File: config.mk
export PLATFORM = sky130hd
export DESIGN_NAME = prc_ctl_end_flat
export DESIGN_NICKNAME = d
export VERILOG_FILES = /design/src/prc_pkg.sv /design/src/prc_link_if.sv /design/src/prc_ctl_end.sv /design/src/flat_wrapper.sv
export SDC_FILE = /design/constraint.sdc
export NUM_CORES = 1
export LEC_CHECK = 0
export CAP_MARGIN = 0
export CORE_MARGIN = 2
export CORE_UTILIZATION = 35
export CTS_CLUSTER_DIAMETER = 100
export DETAILED_ROUTE_END_ITERATION = 6
export DONT_BUFFER_PORTS = 1
export PLACE_DENSITY = 0.63
export SLEW_MARGIN = 15
export SYNTH_ARGS = -nofsm -noshare
export SYNTH_HDL_FRONTEND = slang
export SYNTH_SLANG_ARGS = --single-unit
File: constraint.sdc
create_clock -name aclk -period 2.5 [get_ports aclk]
set_input_delay 0.125 -clock aclk [delete_from_list [all_inputs] [get_ports aclk]]
set_output_delay 0.125 -clock aclk [all_outputs]
set_load 0.05 [all_outputs]
File: src/prc_pkg.sv
// Shared constants and types for the loop reconfiguration scan chain.
// Assumes one system clock for both ends; the scan clock is made by the controller.
package prc_pkg;

  // ----------------------------------------
  // Scan chain layout
  // ----------------------------------------
  localparam int CHAIN_LEN = 144;
  localparam int SEC_W = 18;
  localparam int NUM_DIV = 7;
  localparam int NUM_C = 5;
  localparam int NUM_TAP_DIV = 6;
  localparam int DIV_M = 5;
  localparam int CNT_W = 8;
  localparam int EXT_W = 9;
  localparam int CP_BASE = 126;
  localparam int LF_BASE = 135;
  localparam int F_LO = 0;
  localparam int F_ODD = 8;
  localparam int F_HI = 9;
  localparam int F_BYP = 17;
  localparam logic [7:0] RST_HI = 8'h01;
  localparam logic [7:0] RST_LO = 8'h01;

  // ----------------------------------------
  // Phase taps
  // ----------------------------------------
  localparam int TAP_W = 3;
  localparam logic [2:0] HALF_TAP = 3'h4;
  localparam logic [2:0] PSEL_ALL_C = 3'h6;

  // ----------------------------------------
  // Timing
  // ----------------------------------------
  localparam int CLK_NS = 100;
  localparam int SCK_MAX_MHZ = 100;
  localparam int SCK_MIN_NS = 1000 / SCK_MAX_MHZ;

  // ----------------------------------------
  // Controller register map
  // ----------------------------------------
  localparam int ADDR_W = 8;
  localparam logic [7:0] OFF_CTRL = 8'h00;
  localparam logic [7:0] OFF_STAT = 8'h04;
  localparam logic [7:0] OFF_PHASE = 8'h08;
  localparam logic [7:0] OFF_DATA0 = 8'h10;
  localparam int DATA_WORDS = 5;
  localparam int CTRL_START = 0;
  localparam int PH_UP = 3;
  localparam int PH_GO = 4;
  localparam logic [1:0] RESP_OKAY = 2'h0;
  localparam logic [1:0] RESP_DECERR = 2'h3;

  typedef enum logic [9:0] {
    ST_IDLE = 10'h001,
    ST_GATE = 10'h002,
    ST_LEAD = 10'h004,
    ST_SHIFT = 10'h008,
    ST_UPD = 10'h010,
    ST_UEND = 10'h020,
    ST_WHI = 10'h040,
    ST_WLO = 10'h080,
    ST_RST = 10'h100,
    ST_PEND = 10'h200
  } prc_state_t;

  // Start bit of divider i inside the chain (C4 sits first)
  function automatic int sec_base(input int i);
    return (i < NUM_C) ? (NUM_C - 1 - i) * SEC_W : i * SEC_W;
  endfunction

endpackage

File: src/prc_link_if.sv
// Link between the controller and the reconfigurable loop.
// Assumes both ends run on the same system clock; scan_clk is a plain signal.
interface prc_link_if;
  logic scan_clk;
  logic scan_clk_ena;
  logic scan_data;
  logic config_update;
  logic scan_done;
  logic loop_reset;
  logic [2:0] phase_sel;
  logic phase_up;
  logic phase_step;

  modport dev (
    input scan_clk, scan_clk_ena, scan_data, config_update, loop_reset,
    input phase_sel, phase_up, phase_step,
    output scan_done
  );

  modport ctl (
    output scan_clk, scan_clk_ena, scan_data, config_update, loop_reset,
    output phase_sel, phase_up, phase_step,
    input scan_done
  );
endinterface

File: src/prc_ctl_end.sv
// Reconfiguration controller: AXI4-Lite register slave and scan sequencer.
// Assumes aclk at 10 MHz; the scan clock is derived from aclk and driven out.
module prc_ctl_end #(
  parameter int SCK_HALF = 4
) (
  input wire logic aclk,
  input wire logic aresetn,
  input wire logic [7:0] s_axi_awaddr,
  input wire logic s_axi_awvalid,
  output logic s_axi_awready,
  input wire logic [31:0] s_axi_wdata,
  input wire logic [3:0] s_axi_wstrb,
  input wire logic s_axi_wvalid,
  output logic s_axi_wready,
  output logic [1:0] s_axi_bresp,
  output logic s_axi_bvalid,
  input wire logic s_axi_bready,
  input wire logic [7:0] s_axi_araddr,
  input wire logic s_axi_arvalid,
  output logic s_axi_arready,
  output logic [31:0] s_axi_rdata,
  output logic [1:0] s_axi_rresp,
  output logic s_axi_rvalid,
  input wire logic s_axi_rready,
  prc_link_if.ctl link
);

  if (SCK_HALF < 2 || 2 * SCK_HALF * prc_pkg::CLK_NS < prc_pkg::SCK_MIN_NS)
    $error("SCK_HALF too small");

  // ----------------------------------------
  // Scan clock divider
  // ----------------------------------------
  logic [7:0] div_q;
  logic sck_q;
  logic fall;

  assign fall = sck_q && (div_q == 8'(SCK_HALF - 1));

  always_ff @(posedge aclk)
  begin
    if (!aresetn)
    begin
      div_q <= 8'h00;
      sck_q <= 1'b0;
    end
    else if (div_q == 8'(SCK_HALF - 1))
    begin
      div_q <= 8'h00;
      sck_q <= ~sck_q;
    end
    else
      div_q <= div_q + 8'h01;
  end

  // ----------------------------------------
  // Register slave
  // ----------------------------------------
  logic [7:0] awa_q;
  logic [31:0] wd_q;
  logic [3:0] ws_q;
  logic aw_got_q;
  logic w_got_q;
  logic wr_do;
  logic [31:0] data_q [prc_pkg::DATA_WORDS];
  logic [3:0] ph_cfg_q;
  logic [1:0] done_s_q;
  prc_pkg::prc_state_t st_q;
  logic start_q;
  logic pgo_q;

  function automatic logic [31:0] merge(input logic [31:0] o, input logic [31:0] n,
                                        input logic [3:0] s);
    logic [31:0] r;
    r = o;
    for (int b = 0; b < 4; b++)
      if (s[b])
        r[b*8 +: 8] = n[b*8 +: 8];
    return r;
  endfunction

  function automatic logic is_data(input logic [7:0] a);
    return a >= prc_pkg::OFF_DATA0 && a < prc_pkg::OFF_DATA0 + 8'(4 * prc_pkg::DATA_WORDS)
           && a[1:0] == 2'h0;
  endfunction

  function automatic logic mapped(input logic [7:0] a);
    return a == prc_pkg::OFF_CTRL || a == prc_pkg::OFF_STAT || a == prc_pkg::OFF_PHASE
           || is_data(a);
  endfunction

  assign s_axi_awready = ~aw_got_q & ~s_axi_bvalid;
  assign s_axi_wready = ~w_got_q & ~s_axi_bvalid;
  assign s_axi_arready = ~s_axi_rvalid;
  assign wr_do = aw_got_q & w_got_q & ~s_axi_bvalid;

  always_ff @(posedge aclk)
  begin
    if (!aresetn)
    begin
      aw_got_q <= 1'b0;
      w_got_q <= 1'b0;
      awa_q <= 8'h00;
      wd_q <= 32'h0000_0000;
      ws_q <= 4'h0;
      s_axi_bvalid <= 1'b0;
      s_axi_bresp <= prc_pkg::RESP_OKAY;
    end
    else
    begin
      if (s_axi_awvalid && s_axi_awready)
      begin
        aw_got_q <= 1'b1;
        awa_q <= s_axi_awaddr;
      end
      if (s_axi_wvalid && s_axi_wready)
      begin
        w_got_q <= 1'b1;
        wd_q <= s_axi_wdata;
        ws_q <= s_axi_wstrb;
      end
      if (wr_do)
      begin
        aw_got_q <= 1'b0;
        w_got_q <= 1'b0;
        s_axi_bvalid <= 1'b1;
        s_axi_bresp <= mapped(awa_q) ? prc_pkg::RESP_OKAY : prc_pkg::RESP_DECERR;
      end
      else if (s_axi_bvalid && s_axi_bready)
        s_axi_bvalid <= 1'b0;
    end
  end

  always_ff @(posedge aclk)
  begin
    if (!aresetn)
    begin
      ph_cfg_q <= 4'h0;
      for (int k = 0; k < prc_pkg::DATA_WORDS; k++)
        data_q[k] <= 32'h0000_0000;
    end
    else if (wr_do)
    begin
      if (awa_q == prc_pkg::OFF_PHASE && ws_q[0])
        ph_cfg_q <= wd_q[3:0];
      for (int k = 0; k < prc_pkg::DATA_WORDS; k++)
        if (awa_q == prc_pkg::OFF_DATA0 + 8'(4 * k))
          data_q[k] <= merge(data_q[k], wd_q, ws_q);
    end
  end

  always_ff @(posedge aclk)
  begin
    if (!aresetn)
    begin
      s_axi_rvalid <= 1'b0;
      s_axi_rdata <= 32'h0000_0000;
      s_axi_rresp <= prc_pkg::RESP_OKAY;
    end
    else if (s_axi_arvalid && s_axi_arready)
    begin
      s_axi_rvalid <= 1'b1;
      s_axi_rresp <= mapped(s_axi_araddr) ? prc_pkg::RESP_OKAY : prc_pkg::RESP_DECERR;
      s_axi_rdata <= 32'h0000_0000;
      if (s_axi_araddr == prc_pkg::OFF_STAT)
        s_axi_rdata <= {29'h0000_0000, start_q | pgo_q, done_s_q[1], st_q != prc_pkg::ST_IDLE};
      else if (s_axi_araddr == prc_pkg::OFF_PHASE)
        s_axi_rdata <= {28'h000_0000, ph_cfg_q};
      else if (is_data(s_axi_araddr))
        s_axi_rdata <= data_q[3'((s_axi_araddr - prc_pkg::OFF_DATA0) >> 2)];
    end
    else if (s_axi_rvalid && s_axi_rready)
      s_axi_rvalid <= 1'b0;
  end

  // ----------------------------------------
  // Scan sequencer
  // ----------------------------------------
  logic [7:0] idx_q;
  logic [159:0] bits_w;

  assign bits_w = {data_q[4], data_q[3], data_q[2], data_q[1], data_q[0]};
  assign link.scan_clk = sck_q;
  assign link.phase_sel = ph_cfg_q[2:0];
  assign link.phase_up = ph_cfg_q[prc_pkg::PH_UP];

  always_ff @(posedge aclk)
  begin
    if (!aresetn)
      done_s_q <= 2'h0;
    else
      done_s_q <= {done_s_q[0], link.scan_done};
  end

  always_ff @(posedge aclk)
  begin
    if (!aresetn)
    begin
      st_q <= prc_pkg::ST_IDLE;
      start_q <= 1'b0;
      pgo_q <= 1'b0;
      idx_q <= 8'h00;
      link.scan_clk_ena <= 1'b0;
      link.scan_data <= 1'b0;
      link.config_update <= 1'b0;
      link.loop_reset <= 1'b0;
      link.phase_step <= 1'b0;
    end
    else
    begin
      unique case (st_q)
        prc_pkg::ST_IDLE:
          if (fall && start_q)
          begin
            start_q <= 1'b0;
            link.scan_clk_ena <= 1'b1;
            st_q <= prc_pkg::ST_GATE;
          end
          else if (fall && pgo_q)
          begin
            pgo_q <= 1'b0;
            link.phase_step <= 1'b1;
            st_q <= prc_pkg::ST_PEND;
          end
        prc_pkg::ST_GATE:
          if (fall)
          begin
            link.scan_data <= bits_w[0];
            idx_q <= 8'h01;
            st_q <= prc_pkg::ST_SHIFT;
          end
        prc_pkg::ST_SHIFT:
          if (fall)
          begin
            if (idx_q == 8'(prc_pkg::CHAIN_LEN))
            begin
              link.scan_clk_ena <= 1'b0;
              st_q <= prc_pkg::ST_UPD;
            end
            else
            begin
              link.scan_data <= bits_w[idx_q];
              idx_q <= idx_q + 8'h01;
            end
          end
        prc_pkg::ST_UPD:
          if (fall)
          begin
            link.config_update <= 1'b1;
            st_q <= prc_pkg::ST_UEND;
          end
        prc_pkg::ST_UEND:
          if (fall)
          begin
            link.config_update <= 1'b0;
            st_q <= prc_pkg::ST_WHI;
          end
        prc_pkg::ST_WHI:
          if (done_s_q[1])
            st_q <= prc_pkg::ST_WLO;
        prc_pkg::ST_WLO:
          if (!done_s_q[1] && fall)
          begin
            link.loop_reset <= 1'b1;
            st_q <= prc_pkg::ST_RST;
          end
        prc_pkg::ST_RST:
          if (fall)
          begin
            link.loop_reset <= 1'b0;
            st_q <= prc_pkg::ST_IDLE;
          end
        prc_pkg::ST_PEND:
          if (fall)
          begin
            link.phase_step <= 1'b0;
            st_q <= prc_pkg::ST_IDLE;
          end
        default:
          st_q <= prc_pkg::ST_IDLE;
      endcase
      if (wr_do && awa_q == prc_pkg::OFF_CTRL && ws_q[0] && wd_q[prc_pkg::CTRL_START])
        start_q <= 1'b1;
      if (wr_do && awa_q == prc_pkg::OFF_PHASE && ws_q[0] && wd_q[prc_pkg::PH_GO])
        pgo_q <= 1'b1;
    end
  end

endmodule // prc_ctl_end

File: src/flat_wrapper.sv
// flat-port wrapper written by rule: the top's interface ports become plain ports
module prc_ctl_end_flat 
#(
  parameter int SCK_HALF = 4
)
  (aclk, aresetn, s_axi_awaddr, s_axi_awvalid, s_axi_awready, s_axi_wdata, s_axi_wstrb, s_axi_wvalid, s_axi_wready, s_axi_bresp, s_axi_bvalid, s_axi_bready, s_axi_araddr, s_axi_arvalid, s_axi_arready, s_axi_rdata, s_axi_rresp, s_axi_rvalid, s_axi_rready, link_scan_clk, link_scan_clk_ena, link_scan_data, link_config_update, link_loop_reset, link_phase_sel, link_phase_up, link_phase_step, link_scan_done);
  prc_link_if link_i ();
  input wire logic aclk;
  input wire logic aresetn;
  input wire logic [7:0] s_axi_awaddr;
  input wire logic s_axi_awvalid;
  output logic s_axi_awready;
  input wire logic [31:0] s_axi_wdata;
  input wire logic [3:0] s_axi_wstrb;
  input wire logic s_axi_wvalid;
  output logic s_axi_wready;
  output logic [1:0] s_axi_bresp;
  output logic s_axi_bvalid;
  input wire logic s_axi_bready;
  input wire logic [7:0] s_axi_araddr;
  input wire logic s_axi_arvalid;
  output logic s_axi_arready;
  output logic [31:0] s_axi_rdata;
  output logic [1:0] s_axi_rresp;
  output logic s_axi_rvalid;
  input wire logic s_axi_rready;
  output wire logic [$bits(link_i.scan_clk)-1:0] link_scan_clk;
  output wire logic [$bits(link_i.scan_clk_ena)-1:0] link_scan_clk_ena;
  output wire logic [$bits(link_i.scan_data)-1:0] link_scan_data;
  output wire logic [$bits(link_i.config_update)-1:0] link_config_update;
  output wire logic [$bits(link_i.loop_reset)-1:0] link_loop_reset;
  output wire logic [$bits(link_i.phase_sel)-1:0] link_phase_sel;
  output wire logic [$bits(link_i.phase_up)-1:0] link_phase_up;
  output wire logic [$bits(link_i.phase_step)-1:0] link_phase_step;
  input wire logic [$bits(link_i.scan_done)-1:0] link_scan_done;
  assign link_scan_clk = link_i.scan_clk;
  assign link_scan_clk_ena = link_i.scan_clk_ena;
  assign link_scan_data = link_i.scan_data;
  assign link_config_update = link_i.config_update;
  assign link_loop_reset = link_i.loop_reset;
  assign link_phase_sel = link_i.phase_sel;
  assign link_phase_up = link_i.phase_up;
  assign link_phase_step = link_i.phase_step;
  assign link_i.scan_done = link_scan_done;
  prc_ctl_end #(.SCK_HALF(SCK_HALF)) u_core (.aclk(aclk), .aresetn(aresetn), .s_axi_awaddr(s_axi_awaddr), .s_axi_awvalid(s_axi_awvalid), .s_axi_awready(s_axi_awready), .s_axi_wdata(s_axi_wdata), .s_axi_wstrb(s_axi_wstrb), .s_axi_wvalid(s_axi_wvalid), .s_axi_wready(s_axi_wready), .s_axi_bresp(s_axi_bresp), .s_axi_bvalid(s_axi_bvalid), .s_axi_bready(s_axi_bready), .s_axi_araddr(s_axi_araddr), .s_axi_arvalid(s_axi_arvalid), .s_axi_arready(s_axi_arready), .s_axi_rdata(s_axi_rdata), .s_axi_rresp(s_axi_rresp), .s_axi_rvalid(s_axi_rvalid), .s_axi_rready(s_axi_rready), .link(link_i));
endmodule
Word-level counts from Yosys, hierarchy flattened. Memories as Yosys holds them, arrays and structs flattened. Index checks and enable logic that the tools add are counted.

Flip-flop bits (word level): 124. Bits in writable memories: 160. Logic and storage cells: 294. Memories kept: 1.

Memories: u_core.data_q (depth 5, width 32, rd ports 6, clocked after Yosys merged registers in 0, write ports 5, line prc_ctl_end.sv:65) `logic [31:0] data_q [prc_pkg::DATA_WORDS];`.

Add/sub/neg operators: 3. $lt $le $gt $ge: 5. Equality and inequality tests: 37. Multiplexer cells: 155. Bitwise gates (word level): 16. Reductions and logical operators: 54.

Operators with widths (number): 8-bit 2-to-1 mux (83); 32-bit 2-to-1 mux (8); 10-bit 2-to-1 mux (10); 10-bit one-hot mux with 8 select lines (1); 1-bit 2-to-1 mux (44); 8-bit by 5-bit == test with 1-bit output, second input constant (4); 2-bit by 1-bit != test with 1-bit output, second input constant (12); 2-bit nonzero test (11); 1-bit logical AND (20); 8-bit by 1-bit adder with 8-bit output, second input constant (2); 8-bit by 3-bit == test with 1-bit output, second input constant (2); 8-bit by 4-bit == test with 1-bit output, second input constant (2); 8-bit by 5-bit >= comparator with 1-bit output, second input constant (2); 8-bit zero test (2); 8-bit by 6-bit < comparator with 1-bit output, second input constant (2); 8-bit one-hot mux with 2 select lines (1); 4-bit AND reduction (3); 10-bit by 1-bit == test with 1-bit output, second input constant (1); 10-bit == test, second input constant (1); 10-bit by 2-bit == test with 1-bit output, second input constant (1); 10-bit by 4-bit == test with 1-bit output, second input constant (1); 10-bit by 5-bit == test with 1-bit output, second input constant (1); 10-bit by 6-bit == test with 1-bit output, second input constant (1); 10-bit by 7-bit == test with 1-bit output, second input constant (1); other kinds (23) (54).

Logic depth before layout (Yosys ltp).
Depth in word-level cells: 7. Gate-level depth with buffers: 13. Mapped depth without buffers: 9.

Worst setup path before layout. No wires, ideal clock.

Path type: reg2reg. From: register u_core.s_axi_bvalid. To: memory u_core.data_q[0][0] (enable). Library setup time: 0.385 ns. Arrival: 2.241 ns. Setup slack: -0.126 ns. Cell stages (with the launch flop): 7. Buffers on the path: 1. Cells stage by stage: dfxtp_1 nor3_1 and2_1 and3_1 nand2b_1 clkbuf_1 a21boi_0.

RTL lines: start, declared (line prc_ctl_end.sv:16) `output logic s_axi_bvalid,`; start signal, assigned (line prc_ctl_end.sv:106) `s_axi_bvalid <= 1'b0;`; start signal, assigned (line prc_ctl_end.sv:126) `s_axi_bvalid <= 1'b1;`; start signal, assigned (line prc_ctl_end.sv:130) `s_axi_bvalid <= 1'b0;`; end, declared (line prc_ctl_end.sv:65).

Worst setup path after layout.
From: register u_core.st_q[1]. To: register u_core.st_q[3].

Longest elaborated chain between the ends: 4. Elaborated cells between the ends (all ways): 21. Classes of those cells: 18 x eq/ne; 1 x mux; 2 x reduce/logical.

RTL lines: start, declared (line prc_ctl_end.sv:68) `prc_pkg::prc_state_t st_q;`; start signal, assigned (line prc_ctl_end.sv:199) `st_q <= prc_pkg::ST_IDLE;`; start signal, assigned (line prc_ctl_end.sv:217) `st_q <= prc_pkg::ST_GATE;`; start signal, assigned (line prc_ctl_end.sv:223) `st_q <= prc_pkg::ST_PEND;`; 10-bit by 9-bit == test with 1-bit output / 10-bit == test (equally long branches) (line prc_ctl_end.sv:211) `unique case (st_q)`; 2-bit OR reduction (no line); 2-bit by 1-bit != test with 1-bit output (no line); 9-bit AND reduction (no line).

Parallel ways exist; a longest one is shown, timed or not. A chain may end at the register's enable or synchronous reset.

==> flow_summary.toml <==
[outcome]
status = "finished, final reports clean"

[job]
cap_violations = 0

[global_routing]
antenna_found_initial = 0
grt_max_degree = 122
grtUsageTotal_pct = 17.96
overflow = 0
grt_pass1_wl_um = 53190
grt_pass1_vias = 8844

[detailed_routing]
routedWlPerCell_um = 21.50
vias = 8758
drc_errors = 0
firstDrtPassIters = 5
wl_um = 34420
drt_iter0_markers = 694
ant_nets = 0
viasPerCell = 5.470

[cts]
htreeDepth = 1
cts-root-buf = "clkbuf_16"
ctsLongestPathBuffers = 3
worstSkewPairLatency_ns = 0.57
clk_pin_slew_ns = 0.06
cts_tree = "built"
clock-sinks = 281
cts-buffers-inserted = 30
post-cts-setup-buffer-count = 0

[synth]
async_reset_ff_share_pct = 0
synth_area_um2 = 12840
synth_seq_cells = 281
synth_cell_type_count = 72
synth_nets = 1085
synthCells = 1022
synth_seq_area_share_pct = 56.26
yosys_warnings = 0
synth_flop_cell = "edfxtp_1"
postSynthAreaPerCell_um2 = 12.57
synth_edf_count = 160

[setup_path]
critPathMaxFanout = 7
critical_path_class = "flip-flop to flip-flop"
worstPathArrival_ns = 2.82
required_ns = 2.96
critPathCaptureType = "flip-flop"
cp-start-kind = "flip-flop"

[power_and_ir_drop]
p_clk_share_pct = 45.8
switching_share_pct = 22.23
powerDensity_nw_per_um2 = 709.7
intPower_w = 0.008518
p_leak_nw = 5.417
pwr-share-comb_pct = 7.0
p_switching_w = 0.002434
vdd_ir_drop_max_mv = 0.6507
p_seq_share_pct = 47.3

[die]
dieArea_um2 = 38250
start_util_pct = 35.34
dieHeight_um = 195.6
rows = 70
design.core.area_um2 = 36350
io_pins = 111
die_w_um = 195.6

[timing]
setup_viol = 0
skew_ns = 0.02118
max_slew_margin_pct = 56.59
drv_slew = 0
hold_viol = 0
period_needed_ns = 2.359
whs_ns = 0.03151
worstMarginPinSlew_ns = 0.6502
max_clock_freq_mhz = 423.9
fin_ws_ns = 0.1412
finalCritPeriodShare_pct = 94.35
setup_tns_ns = 0

[final_layout]
mostFrequentLayoutCells = "edfxtp_1 (160), nand2_1 (128), dfxtp_1 (120)"
layout_commonest_cell = "edfxtp_1"
num-nets-final = 1172
layout-drive-gt1-share_pct = 20.39
areaGrowthSynthToFinish_pct = 20.14
antenna_cells = 0

[placement]
io_buffer_count = 0
place.gp.congestion = 0.8722
dp_hpwl_um = 23700
place_ws_ns = 0.01496

[min_path]
hold_class = "input port to flip-flop"
[cell usage after synthesis (all sizes together) (5+ instances only)]
cell    number  share of area [%]
edfxtp     160                 37
nand2      129                3.8
dfxtp      121                 19
mux4        61                 11
a21boi      57                3.3
nor2b       50                2.4
clkbuf      49                1.5
and2        45                2.2
nor2        36                1.1
a22oi       35                2.0
mux2        35                3.1
o21ai       31                1.2
mux2i       28                2.2
buf         19               0.88
a21oi       16               0.74
inv         13               0.38
nand3       10               0.39
nor3        10               0.39
and3         8               0.39
o221ai       8               0.55
o31ai        7               0.41
nand4b       6               0.41
nor4         6               0.41
xnor2        6               0.41
xor2         6               0.41
nand4        5               0.24
o211a        5               0.39
o21a         5               0.29
[sequential cells by signal, summed over array words and instances, names as in the netlist, 2 cells and up]
name                flops
u_core.data_q         160
u_core.s_axi_rdata     32
u_core.wd_q            32
u_core.st_q             9
u_core.awa_q            8
u_core.div_q            8
u_core.idx_q            8
u_core.ph_cfg_q         4
u_core.ws_q             4
u_core.done_s_q         2
[timing repair]
action	in CTS	in global routing
hold buffers	58	1
resized for setup	1	11
endpoints found under the hold margin	201	24
setup endpoints to repair	6	37
[cells by family (layout without fill, tap and decap cells)]
kind of cell,Yosys count,after routing,share of synthesized area (%)
buf+inv,83,194,2.805
simple gates,327,327,13.05
compound gates,192,192,10.82
xor+xnor,12,12,0.8182
fa+ha+maj,3,3,0.2923
mux,124,124,15.95
flops,281,281,56.26
[metrics by stage]
step	instance area (um2)	instances	util (%)	power (W)
after floorplan	12840	1022	-	0.005743
final	15430	1601	42.46	0.01095
after global placement	13650	1486	37.55	0.005901
after detailed placement	13650	1486	37.55	0.005915
after global routing	15430	1601	42.46	0.01130
after CTS	15380	1600	42.31	0.01103
[final timing paths]
kind / depth (start not counted) / slack, ns / from / to
max: 7 / 0.14 / u_core.st_q[1] / u_core.st_q[3]
min: 3 / 0.03 / s_axi_arvalid / u_core.s_axi_rresp[0]
max reg2reg: 7 / 0.14 / u_core.st_q[1] / u_core.st_q[3]
min reg2reg: 1 / 0.44 / u_core.done_s_q[0] / u_core.done_s_q[1]
[critical path, cell delays in order (launching register included)]
cell and delay [ns]:
dfxtp_1 0.37, or4_1 0.63, nor4_2 0.24, nand2_1 0.14
a31oi_1 0.31, or2_1 0.30, o21ai_1 0.10, and2_1 0.16
[metal layers]
layer / vias to the layer above / track usage, % / wire length (um)
met5: - / 0 / 0
met3: 65 / 2.504 / 1742
met4: 0 / 5.768 / 1002
met2: 290 / 30.82 / 17180
li1: 4010 / - / -
met1: 4393 / 23.51 / 14500
[power groups by stage]
stage	Sequential, W	Clock, W	Combinational (W)
global route	0.00520	0.00527	0.000831
finish	0.00518	0.00501	0.000761
detailed placement	0.00528	0	0.000636
floorplan	0.00525	0	0.000498
CTS	0.00518	0.00509	0.000762
global placement	0.00527	0	0.000628
[final cells by class]
| class | count | area (um2) |
|---|---|---|
| Clock buffer | 31 | 754.5 |
| Clock inverter | 25 | 362.8 |
| Fill cell | 3314 | 20920 |
| Inverter | 15 | 56.30 |
| Multi-Input combinational cell | 658 | 5306 |
| Sequential cell | 281 | 7231 |
| Tap cell | 468 | 585.6 |
| Timing Repair Buffer | 123 | 1136 |
(Power assumes the default switching activity.)
